<file path="config.mk">
export PLATFORM = sky130hd
export DESIGN_NAME = spr_bank
export DESIGN_NICKNAME = d
export VERILOG_FILES = /design/src/common/spr_pkg.sv /design/src/design/spr_addr_match.sv /design/src/design/spr_bank.sv
export VERILOG_INCLUDE_DIRS = /design/src /design/src/common
export SDC_FILE = /design/constraint.sdc
export NUM_CORES = 2
export LEC_CHECK = 0
export CORE_UTILIZATION = 36
export CTS_CLUSTER_SIZE = 12
export DETAILED_ROUTE_END_ITERATION = 12
export DONT_BUFFER_PORTS = 1
export PLACE_DENSITY = 0.52
export SYNTH_ARGS = -nofsm -noshare
export SYNTH_HDL_FRONTEND = slang
export SYNTH_SLANG_ARGS = --single-unit
</file>
<file path="constraint.sdc">
create_clock -name SYS_CLK -period 4.4 [get_ports SYS_CLK]
set_input_delay 0.44 -clock SYS_CLK [delete_from_list [all_inputs] [get_ports SYS_CLK]]
set_output_delay 0.44 -clock SYS_CLK [all_outputs]
set_load 0.02 [all_outputs]
</file>
<file path="src/common/spr_regs.svh">
// register offsets, field positions and reset values of the special register bank
// -----------------------------------------------------------------------------
// -----------------------------------------------------------------------------
`ifndef SPR_REGS_SVH
`define SPR_REGS_SVH

// -----------------------------------------------------------------------------
// byte offsets on the register bus
// -----------------------------------------------------------------------------
`define OFF_MSR   12'h000
`define OFF_LR    12'h004
`define OFF_CTR   12'h008
`define OFF_XER   12'h00C
`define OFF_TBL   12'h010
`define OFF_TBU   12'h014
`define OFF_DATA_STORAGE_CAUSE_REG 12'h018
`define OFF_DAR   12'h01C
`define OFF_DEC   12'h020
`define OFF_SDR   12'h024
`define OFF_SAVE_RESTORE_ADDR_REG  12'h028
`define OFF_SAVE_RESTORE_STATUS_REG  12'h02C
`define OFF_EAR   12'h030
`define OFF_PVR   12'h034
`define OFF_INSTR_BREAKPOINT_REG  12'h038
`define OFF_DATA_BREAKPOINT_REG  12'h03C
`define OFF_HID   12'h040
`define OFF_PIR   12'h044
`define OFF_PERF_COUNTER_ONE  12'h048
`define OFF_PERF_COUNTER_TWO  12'h04C
`define OFF_MMCR  12'h050
`define OFF_SIA   12'h054
`define OFF_SDA   12'h058
`define SPRG_BASE 8'h06
`define SR_BASE   6'h02
`define BAT_BASE  6'h03

// -----------------------------------------------------------------------------
// field positions and reset values
// -----------------------------------------------------------------------------
`define XER_OV      30
`define XER_CA      29
`define MSR_EXC_CLR 32'h0000_C000
`define MSR_RESET   32'h0000_0000
`define EAR_EN      31
`define INSTR_BREAKPOINT_REG_EN     1
`define DATA_BREAKPOINT_REG_WR_EN  1
`define DATA_BREAKPOINT_REG_RD_EN  0
`define PERF_COUNTER_ONE_SEL    0
`define PERF_COUNTER_ONE_EN     3
`define PERF_COUNTER_TWO_SEL    4
`define PERF_COUNTER_TWO_EN     7
`define PMC_IE      8
`define TB_DIV      2'h3

`endif

</file>
<file path="src/common/spr_pkg.sv">
// types shared by the special register bank
package spr_pkg;

   // whole state of the bank, registered in one place
   typedef struct packed {
      logic [31:0]       machine_state_reg, lr, ctr, fixed_point_exception_reg, time_base_lower, time_base_upper, data_storage_cause_reg, data_fault_address_reg, dec, page_table_descriptor_reg;
      logic [31:0]       save_restore_addr_reg, save_restore_status_reg, external_access_reg, instr_breakpoint_reg, data_breakpoint_reg, impl_control_reg, perf_counter_one, perf_counter_two, monitor_control_reg;
      logic [31:0]       sampled_instr_addr_reg, sda, rdata, seg_value;
      logic [3:0][31:0]  sprg;
      logic [15:0][31:0] sr;
      logic [15:0][31:0] block_translation_regs;
      logic [3:0]        processor_tag_reg;
      logic [1:0]        presc;
      logic              ready, slverr, priv_exc, dec_exc;
      logic              ibkpt, dbkpt, perf_exc, ctr_zero;
   } state_t;

endpackage

</file>
<file path="src/design/spr_addr_match.sv">
// address comparator for one breakpoint register
`timescale 1ns/1ns
`default_nettype none

module spr_addr_match #(
   parameter int LSB = 2
) (
   input  wire logic        valid,
   input  wire logic        enable,
   input  wire logic [31:0] ref_addr,
   input  wire logic [31:0] addr,
   output logic             hit
);

   // low bits below LSB are ignored, so one match covers a word or double word
   assign hit = valid & enable & (addr[31:LSB] == ref_addr[31:LSB]);

endmodule

`default_nettype wire

</file>
<file path="src/design/spr_bank.sv">
// special register bank with bus slave, time base and event capture
`timescale 1ns/1ns
`default_nettype none
`include "spr_regs.svh"

module spr_bank #(
   parameter logic [31:0] VERSION   = 32'h0001_0001, // arbitrary value
   parameter logic [3:0]  PIR_RESET = 4'h0
) (
   input  wire logic        SYS_CLK,
   input  wire logic        RST_N,
   input  wire logic        CE,
   input  wire logic        PSEL,
   input  wire logic        PENABLE,
   input  wire logic        PWRITE,
   input  wire logic [11:0] PADDR,
   input  wire logic [31:0] PWDATA,
   input  wire logic [3:0]  PSTRB,
   input  wire logic [2:0]  PPROT,
   output logic             PREADY,
   output logic             PSLVERR,
   output logic [31:0]      PRDATA,
   input  wire logic        BRANCH_LINK,
   input  wire logic [31:0] RET_ADDR,
   input  wire logic        BRANCH_COUNT,
   input  wire logic        XER_UPDATE,
   input  wire logic        CARRY,
   input  wire logic        OVERFLOW,
   input  wire logic        EXC_TAKE,
   input  wire logic [31:0] EXC_ADDR,
   input  wire logic        RFI,
   input  wire logic        DSI_TAKE,
   input  wire logic [31:0] DSI_CAUSE,
   input  wire logic [31:0] DSI_ADDR,
   input  wire logic        TIME_BASE_COUNT_ENABLE,
   input  wire logic        FETCH_VALID,
   input  wire logic [31:0] FETCH_ADDR,
   input  wire logic        DATA_VALID,
   input  wire logic        DATA_WRITE,
   input  wire logic [31:0] DATA_ADDR,
   input  wire logic [7:0]  PERF_EVT,
   input  wire logic [3:0]  SEG_SEL,
   output logic [31:0]      MACHINE_STATE,
   output logic [31:0]      LINK_TARGET,
   output logic [31:0]      RESUME_ADDR,
   output logic             COUNT_ZERO,
   output logic             DEC_EXC,
   output logic             PRIV_EXC,
   output logic             IBKPT_EXC,
   output logic             DBKPT_EXC,
   output logic             PERF_EXC,
   output logic             EXT_ACCESS_EN,
   output logic [31:0]      IMPL_CTRL,
   output logic [3:0]       PROC_TAG,
   output logic [31:0]      SEG_VALUE
);

   localparam spr_pkg::state_t RESET_STATE = '{
      machine_state_reg:     `MSR_RESET,
      processor_tag_reg:     PIR_RESET,
      default: '0
   };

   spr_pkg::state_t q;
   spr_pkg::state_t next_q;
   logic            ihit;
   logic            dhit;

   // -----------------------------------------------------------------------
   // breakpoint comparators
   // -----------------------------------------------------------------------
   spr_addr_match #(.LSB(2)) imatch (
      .valid    (FETCH_VALID),
      .enable   (q.instr_breakpoint_reg[`INSTR_BREAKPOINT_REG_EN]),
      .ref_addr (q.instr_breakpoint_reg),
      .addr     (FETCH_ADDR),
      .hit      (ihit)
   );

   spr_addr_match #(.LSB(3)) dmatch (
      .valid    (DATA_VALID),
      .enable   (DATA_WRITE ? q.data_breakpoint_reg[`DATA_BREAKPOINT_REG_WR_EN] : q.data_breakpoint_reg[`DATA_BREAKPOINT_REG_RD_EN]),
      .ref_addr (q.data_breakpoint_reg),
      .addr     (DATA_ADDR),
      .hit      (dhit)
   );

   // byte-lane merge of write data into an old value
   function automatic logic [31:0] merge(input logic [31:0] old,
                                         input logic [31:0] wd,
                                         input logic [3:0]  strb);
      logic [31:0] m;
      m = {{8{strb[3]}}, {8{strb[2]}}, {8{strb[1]}}, {8{strb[0]}}};
      return (old & ~m) | (wd & m);
   endfunction

   // -----------------------------------------------------------------------
   // next-state logic
   // -----------------------------------------------------------------------
   logic        setup;
   logic        wr;
   logic        sup;
   logic        hit;
   logic        user_rd;
   logic        user_wr;
   logic        denied;
   logic        tick;
   logic [31:0] rd;
   logic [31:0] dec_dn;
   logic [63:0] tb_up;
   logic [3:0]  idx;

   always_comb begin
      next_q  = q;
      setup   = PSEL & ~PENABLE;
      sup     = PPROT[0];
      wr      = PSEL & PENABLE & q.ready & PWRITE & ~q.slverr;
      hit     = 1'b1;
      user_rd = 1'b0;
      user_wr = 1'b0;
      rd      = '0;
      idx     = PADDR[5:2];
      tick    = (q.presc == `TB_DIV);
      dec_dn  = q.dec - 32'h0000_0001;
      tb_up   = {q.time_base_upper, q.time_base_lower} + 64'h0000_0000_0000_0001;

      // quarter-rate tick shared by time base and decrementer
      next_q.presc = tick ? 2'h0 : q.presc + 2'h1;
      if (tick && TIME_BASE_COUNT_ENABLE) begin
         next_q.time_base_upper = tb_up[63:32];
         next_q.time_base_lower = tb_up[31:0];
      end
      if (tick) begin
         next_q.dec = dec_dn;
      end
      // exception on the count passing through zero into negative values
      next_q.dec_exc = tick & ~q.dec[31] & dec_dn[31];

      // event counters, selected source per counter
      if (q.monitor_control_reg[`PERF_COUNTER_ONE_EN] && PERF_EVT[q.monitor_control_reg[`PERF_COUNTER_ONE_SEL +: 3]]) begin
         next_q.perf_counter_one = q.perf_counter_one + 32'h0000_0001;
      end
      if (q.monitor_control_reg[`PERF_COUNTER_TWO_EN] && PERF_EVT[q.monitor_control_reg[`PERF_COUNTER_TWO_SEL +: 3]]) begin
         next_q.perf_counter_two = q.perf_counter_two + 32'h0000_0001;
      end

      // register decode: readback, user permissions and writes
      case (PADDR)
         `OFF_MSR: begin
            rd = q.machine_state_reg;
            if (wr) next_q.machine_state_reg = merge(q.machine_state_reg, PWDATA, PSTRB);
         end
         `OFF_LR: begin
            rd = q.lr;
            user_rd = 1'b1;
            user_wr = 1'b1;
            if (wr) next_q.lr = merge(q.lr, PWDATA, PSTRB);
         end
         `OFF_CTR: begin
            rd = q.ctr;
            user_rd = 1'b1;
            user_wr = 1'b1;
            if (wr) next_q.ctr = merge(q.ctr, PWDATA, PSTRB);
         end
         `OFF_XER: begin
            rd = q.fixed_point_exception_reg;
            user_rd = 1'b1;
            user_wr = 1'b1;
            if (wr) next_q.fixed_point_exception_reg = merge(q.fixed_point_exception_reg, PWDATA, PSTRB);
         end
         `OFF_TBL: begin
            rd = q.time_base_lower;
            user_rd = 1'b1;
            if (wr) next_q.time_base_lower = merge(q.time_base_lower, PWDATA, PSTRB);
         end
         `OFF_TBU: begin
            rd = q.time_base_upper;
            user_rd = 1'b1;
            if (wr) next_q.time_base_upper = merge(q.time_base_upper, PWDATA, PSTRB);
         end
         `OFF_DATA_STORAGE_CAUSE_REG: begin
            rd = q.data_storage_cause_reg;
            if (wr) next_q.data_storage_cause_reg = merge(q.data_storage_cause_reg, PWDATA, PSTRB);
         end
         `OFF_DAR: begin
            rd = q.data_fault_address_reg;
            if (wr) next_q.data_fault_address_reg = merge(q.data_fault_address_reg, PWDATA, PSTRB);
         end
         `OFF_DEC: begin
            rd = q.dec;
            if (wr) next_q.dec = merge(q.dec, PWDATA, PSTRB);
         end
         `OFF_SDR: begin
            rd = q.page_table_descriptor_reg;
            if (wr) next_q.page_table_descriptor_reg = merge(q.page_table_descriptor_reg, PWDATA, PSTRB);
         end
         `OFF_SAVE_RESTORE_ADDR_REG: begin
            rd = q.save_restore_addr_reg;
            if (wr) next_q.save_restore_addr_reg = merge(q.save_restore_addr_reg, PWDATA, PSTRB);
         end
         `OFF_SAVE_RESTORE_STATUS_REG: begin
            rd = q.save_restore_status_reg;
            if (wr) next_q.save_restore_status_reg = merge(q.save_restore_status_reg, PWDATA, PSTRB);
         end
         `OFF_EAR: begin
            rd = q.external_access_reg;
            if (wr) next_q.external_access_reg = merge(q.external_access_reg, PWDATA, PSTRB);
         end
         `OFF_PVR: begin
            rd = VERSION;
         end
         `OFF_INSTR_BREAKPOINT_REG: begin
            rd = q.instr_breakpoint_reg;
            if (wr) next_q.instr_breakpoint_reg = merge(q.instr_breakpoint_reg, PWDATA, PSTRB);
         end
         `OFF_DATA_BREAKPOINT_REG: begin
            rd = q.data_breakpoint_reg;
            if (wr) next_q.data_breakpoint_reg = merge(q.data_breakpoint_reg, PWDATA, PSTRB);
         end
         `OFF_HID: begin
            rd = q.impl_control_reg;
            if (wr) next_q.impl_control_reg = merge(q.impl_control_reg, PWDATA, PSTRB);
         end
         `OFF_PIR: begin
            rd = {28'h000_0000, q.processor_tag_reg};
            if (wr && PSTRB[0]) next_q.processor_tag_reg = PWDATA[3:0];
         end
         `OFF_PERF_COUNTER_ONE: begin
            rd = q.perf_counter_one;
            if (wr) next_q.perf_counter_one = merge(q.perf_counter_one, PWDATA, PSTRB);
         end
         `OFF_PERF_COUNTER_TWO: begin
            rd = q.perf_counter_two;
            if (wr) next_q.perf_counter_two = merge(q.perf_counter_two, PWDATA, PSTRB);
         end
         `OFF_MMCR: begin
            rd = q.monitor_control_reg;
            if (wr) next_q.monitor_control_reg = merge(q.monitor_control_reg, PWDATA, PSTRB);
         end
         `OFF_SIA: begin
            rd = q.sampled_instr_addr_reg;
            if (wr) next_q.sampled_instr_addr_reg = merge(q.sampled_instr_addr_reg, PWDATA, PSTRB);
         end
         `OFF_SDA: begin
            rd = q.sda;
            if (wr) next_q.sda = merge(q.sda, PWDATA, PSTRB);
         end
         default: begin
            // arrays: scratch, segment and block translation words
            if (PADDR[11:4] == `SPRG_BASE && PADDR[1:0] == 2'b00) begin
               rd = q.sprg[idx[1:0]];
               if (wr) next_q.sprg[idx[1:0]] = merge(q.sprg[idx[1:0]], PWDATA, PSTRB);
            end else if (PADDR[11:6] == `SR_BASE && PADDR[1:0] == 2'b00) begin
               rd = q.sr[idx];
               if (wr) next_q.sr[idx] = merge(q.sr[idx], PWDATA, PSTRB);
            end else if (PADDR[11:6] == `BAT_BASE && PADDR[1:0] == 2'b00) begin
               rd = q.block_translation_regs[idx];
               if (wr) next_q.block_translation_regs[idx] = merge(q.block_translation_regs[idx], PWDATA, PSTRB);
            end else begin
               hit = 1'b0;
            end
         end
      endcase

      // user privilege only reaches the user-level words
      denied = ~sup & (PWRITE ? ~user_wr : ~user_rd);

      // answer prepared in the setup cycle, so access lasts one cycle
      next_q.ready    = setup;
      next_q.priv_exc = setup & hit & denied;
      if (setup) begin
         next_q.slverr = ~hit | denied;
         next_q.rdata  = (hit && !denied && !PWRITE) ? rd : 32'h0000_0000;
      end

      // implicit updates win over a bus write in the same cycle
      if (BRANCH_LINK) begin
         next_q.lr = RET_ADDR;
      end
      if (BRANCH_COUNT) begin
         next_q.ctr = q.ctr - 32'h0000_0001;
      end
      if (XER_UPDATE) begin
         next_q.fixed_point_exception_reg[`XER_CA] = CARRY;
         next_q.fixed_point_exception_reg[`XER_OV] = OVERFLOW;
      end
      if (DSI_TAKE) begin
         next_q.data_storage_cause_reg = DSI_CAUSE;
         next_q.data_fault_address_reg   = DSI_ADDR;
      end
      // return restores status; a new exception in the same cycle wins
      if (RFI) begin
         next_q.machine_state_reg = q.save_restore_status_reg;
      end
      if (EXC_TAKE) begin
         next_q.save_restore_addr_reg = EXC_ADDR;
         next_q.save_restore_status_reg = q.machine_state_reg;
         next_q.machine_state_reg  = q.machine_state_reg & ~`MSR_EXC_CLR;
      end

      // monitor interrupt on a counter turning negative
      next_q.perf_exc = q.monitor_control_reg[`PMC_IE] &
                        ((~q.perf_counter_one[31] & next_q.perf_counter_one[31]) | (~q.perf_counter_two[31] & next_q.perf_counter_two[31]));
      if (next_q.perf_exc) begin
         next_q.sampled_instr_addr_reg = FETCH_ADDR;
         next_q.sda = DATA_ADDR;
      end

      // breakpoints, zero test and segment lookup
      next_q.ibkpt     = ihit;
      next_q.dbkpt     = dhit;
      next_q.ctr_zero  = (next_q.ctr == 32'h0000_0000);
      next_q.seg_value = q.sr[SEG_SEL];
   end

   // -----------------------------------------------------------------------
   // state register; clock enable freezes everything
   // -----------------------------------------------------------------------
   always_ff @(posedge SYS_CLK or negedge RST_N) begin
      if (!RST_N) begin
         q <= RESET_STATE;
      end else if (CE) begin
         q <= next_q;
      end
   end

   // outputs straight from state
   assign PREADY        = q.ready;
   assign PSLVERR       = q.slverr;
   assign PRDATA        = q.rdata;
   assign MACHINE_STATE = q.machine_state_reg;
   assign LINK_TARGET   = q.lr;
   assign RESUME_ADDR   = q.save_restore_addr_reg;
   assign COUNT_ZERO    = q.ctr_zero;
   assign DEC_EXC       = q.dec_exc;
   assign PRIV_EXC      = q.priv_exc;
   assign IBKPT_EXC     = q.ibkpt;
   assign DBKPT_EXC     = q.dbkpt;
   assign PERF_EXC      = q.perf_exc;
   assign EXT_ACCESS_EN = q.external_access_reg[`EAR_EN];
   assign IMPL_CTRL     = q.impl_control_reg;
   assign PROC_TAG      = q.processor_tag_reg;
   assign SEG_VALUE     = q.seg_value;
endmodule

`default_nettype wire

</file>
==> results by group <==
Floorplan
  – Initial core utilization: 0.363
  – Die Span Y: 516 um
  – Ports: 478
  – Die footprint: 267000 sq um
  – Number of cell rows: 188
  – Core area: 263000 sq um
  – Die W: 516 um

Global route
  – Vias in the first global route: 78400
  – Initial antenna violation count: 82
  – Largest net degree at the start of global routing: 304
  – GRT Overall Usage: 0.332
  – Grt ovf: 0
  – First-pass GRT wire length: 623000 um

Clocking
  – Clock-pin transition on the worst setup and hold timing paths: 0.06 ns
  – Clk sink count: 1902
  – Later-pin clock latency in the skew report: 0.90 ns
  – CTS tree: yes
  – Num CTS Buffers: 210
  – H-tree Lvls: 4
  – Root Driver: clkbuf_16
  – Post-CTS Setup Inserts: 0
  – CTS max path bufs: 3

Detailed routing
  – Iteration-0 DRC count of the detailed router: 11600
  – DRT antenna net count: 0
  – Via density: 6.32
  – Drt total wl: 451000 um
  – Average wire per standard cell: 34.6 um
  – TritonRoute pass-1 iters: 9
  – Post-route DRC: 0
  – Via Count: 82500

STA
  – Setup TNS: -0.0940 ns
  – Hold Vio Cnt, Final: 0
  – Post-layout min period: 4.46 ns
  – Slew HR: 0.00839
  – Max-slew violations: 0
  – Clk_skew: 0.0559 ns
  – Peak Freq: 224 MHz
  – Tcrit/Tclk final: 1.01
  – Worst Tran Pin Value: 1.49 ns
  – Final setup viols: 2
  – Setup slack after layout: -0.0634 ns
  – RSZ-0062 raised after global routing: false

Power
  – Net Sw Power: 11.0 mW
  – Clk network pwr share: 0.458
  – P per Cell Area: 370 nW/um^2
  – Sw frac: 0.269
  – Reg power frac: 0.469
  – Final Power: 40.8 mW
  – Comb power frac: 0.073
  – Max VDD drop: 0.407 mV
  – Internal power: 29.8 mW
  – Leakage dissipation: 47.6 nW

Outcome
  – Status: finished, violations left
  – Failing checks: setup timing

Placed design
  – Post-DP HPWL: 298000 um
  – Gpl congestion: 1.02
  – Input/output buffers: 0

Synth
  – Post-synth ARST share: 1.00
  – Post-Syn Area: 95300 sq um
  – Synth Register Bits: 1902
  – Mean Syn Cell Area: 10.2 sq um
  – Yosys cell types: 91
  – Mapped Cells: 9359
  – Number of synthesized flops with an enable pin: 0
  – Yosys top cell area share: 0.500
  – Largest cells by area after synthesis: dfrtp_1 (50%), mux4_2 (12%), a21oi_1 (9.8%)
  – Syn nets: 9638
  – Yosys top cell by area: dfrtp_1
  – Seq/Total Area, Yosys: 0.500
  – Most used DFF post-synth: dfrtp_1
  – Synth warn: 0

Setup path
  – Reg2reg path depth: 11
  – Critical Path AT: 5.21 ns
  – Reg2reg setup slack: -0.06 ns
  – Worst Path Class, Setup: reg -> reg
  – Maximum fanout along the worst path: 16
  – Crit start category: flop
  – Critical Path RT: 5.15 ns
  – CP endpoint kind: flop

Run
  – Max Cap Viol: 0

Min path
  – Min-Delay Path Depth: 3
  – Worst Hold Class: in -> reg
  – Endpoint, Worst Hold: MACHINE_STATE[15]
  – Hold path startpoint: EXC_TAKE

Final layout
  – Area grow syn2layout: 15.5%
  – Highest-count cells in the layout ignoring fill and taps: dfrtp_1 (1902), a21oi_1 (1874), nor2_1 (1589)
  – Final nets: 9583
  – Most common cell after layout, fill and taps aside: dfrtp_1
  – Layout cells sized above 1: 0.162
cell families (layout without fill, tap and decap cells):
group                      Yosys count  in the layout  synth area share
xor gates and xnor gates            62             62           0.00570
and+or+nand+nor                   2782           2782             0.125
AOI/OAI and AO/OA                 2827           2827             0.170
other                                0             67                 0
adders and majority gates            6              6          0.000788
muxes                              783            783             0.152
buffers and inverters              997           1116            0.0473
DFF                               1902           1902             0.500
worst max path at each step:
| stage | from | slack (ns) | end |
|---|---|---|---|
| 3_5_place_dp | RST_N | -0.19 | q[72] |
| 3_3_place_gp | RST_N | -0.13 | q[550] |
| 5_1_grt | PSLVERR | 0.003 | flop |
| 4_1_cts | PSLVERR | 0.1 | flop |
| 2_1_floorplan | PADDR[2] | 0.97 | q[45] |
| 6_report | flop | -0.06 | flop |
Yosys cell counts, types with 35 or more instances:
cell,count
a21oi_1,1875
a221oi_1,48
a222oi_1,63
a22o_1,66
a22oi_1,169
and2_1,42
and3_1,54
buf_1,75
buf_4,196
clkbuf_1,669
dfrtp_1,1902
inv_1,35
mux2_2,224
mux2i_1,47
mux4_2,512
nand2_1,529
nand3_1,155
nand4_1,92
nor2_1,1643
nor3_1,76
nor4_1,58
o21ai_0,305
o22ai_1,78
or3_1,41
xnor2_1,55
cell type report:
| cell class | instances | area (sq um) |
|---|---|---|
| fillers | 25300 | 153000 |
| flip-flops and latches | 1902 | 47600 |
| multi-input cells | 6460 | 43700 |
| repair buffers | 693 | 6940 |
| clock buffers | 328 | 6310 |
| well taps | 3515 | 4400 |
| clock inverters | 58 | 880 |
| diodes | 67 | 168 |
| inverters | 37 | 139 |
routing by layer:
metal | share of wire | wire length, um | track usage
met5 | 0.00066 | 299 | 0
met1 | 0.38 | 171000 | 0.423
met3 | 0.11 | 51600 | 0.0975
met4 | 0.072 | 32600 | 0.205
met2 | 0.43 | 196000 | 0.494
power groups by stage:
stage          clock network, mW  logic, mW  registers, mW
2_1_floorplan                  0       2.03           18.5
3_3_place_gp                   0       2.31           19.3
3_5_place_dp                   0       2.36           19.3
4_1_cts                     18.9       2.88           19.0
5_1_grt                     19.5       3.14           19.1
6_report                    18.7       2.99           19.1
what timing repair did:
item / in CTS / in global routing
endpoints found under the hold margin: 976 / 111
hold buffers: 347 / 4
gates resized for setup: 0 / 0
worst max-delay path: stages, from the launching register on:
cell           delay (ns)
dfrtp_1              0.52
and2_1               0.36
o211ai_1             0.36
nor3_1               0.27
buf_4                0.21
nand4_1              0.30
o41a_1               0.51
o22a_1               0.35
or3_1                0.37
buf_4                0.23
o221a_2              0.30
dlygate4sd3_1        0.56
stage by stage:
stage | utilization | worst slack, ns | cells | hold slack (ns) | area [sq um]
after floorplan | - | 0.970 | 9359 | 0.144 | 95300
after global placement | 0.376 | -0.127 | 12300 | 0.147 | 98900
after detailed placement | 0.377 | -0.186 | 12300 | 0.146 | 98900
after CTS | 0.418 | 0.0979 | 13000 | -0.136 | 110000
after global routing | 0.419 | 0.00349 | 13000 | 0.00960 | 110000
final | 0.419 | -0.0634 | 13100 | 0.0343 | 110000
Note: power is estimated with default switching activity, not from simulation.
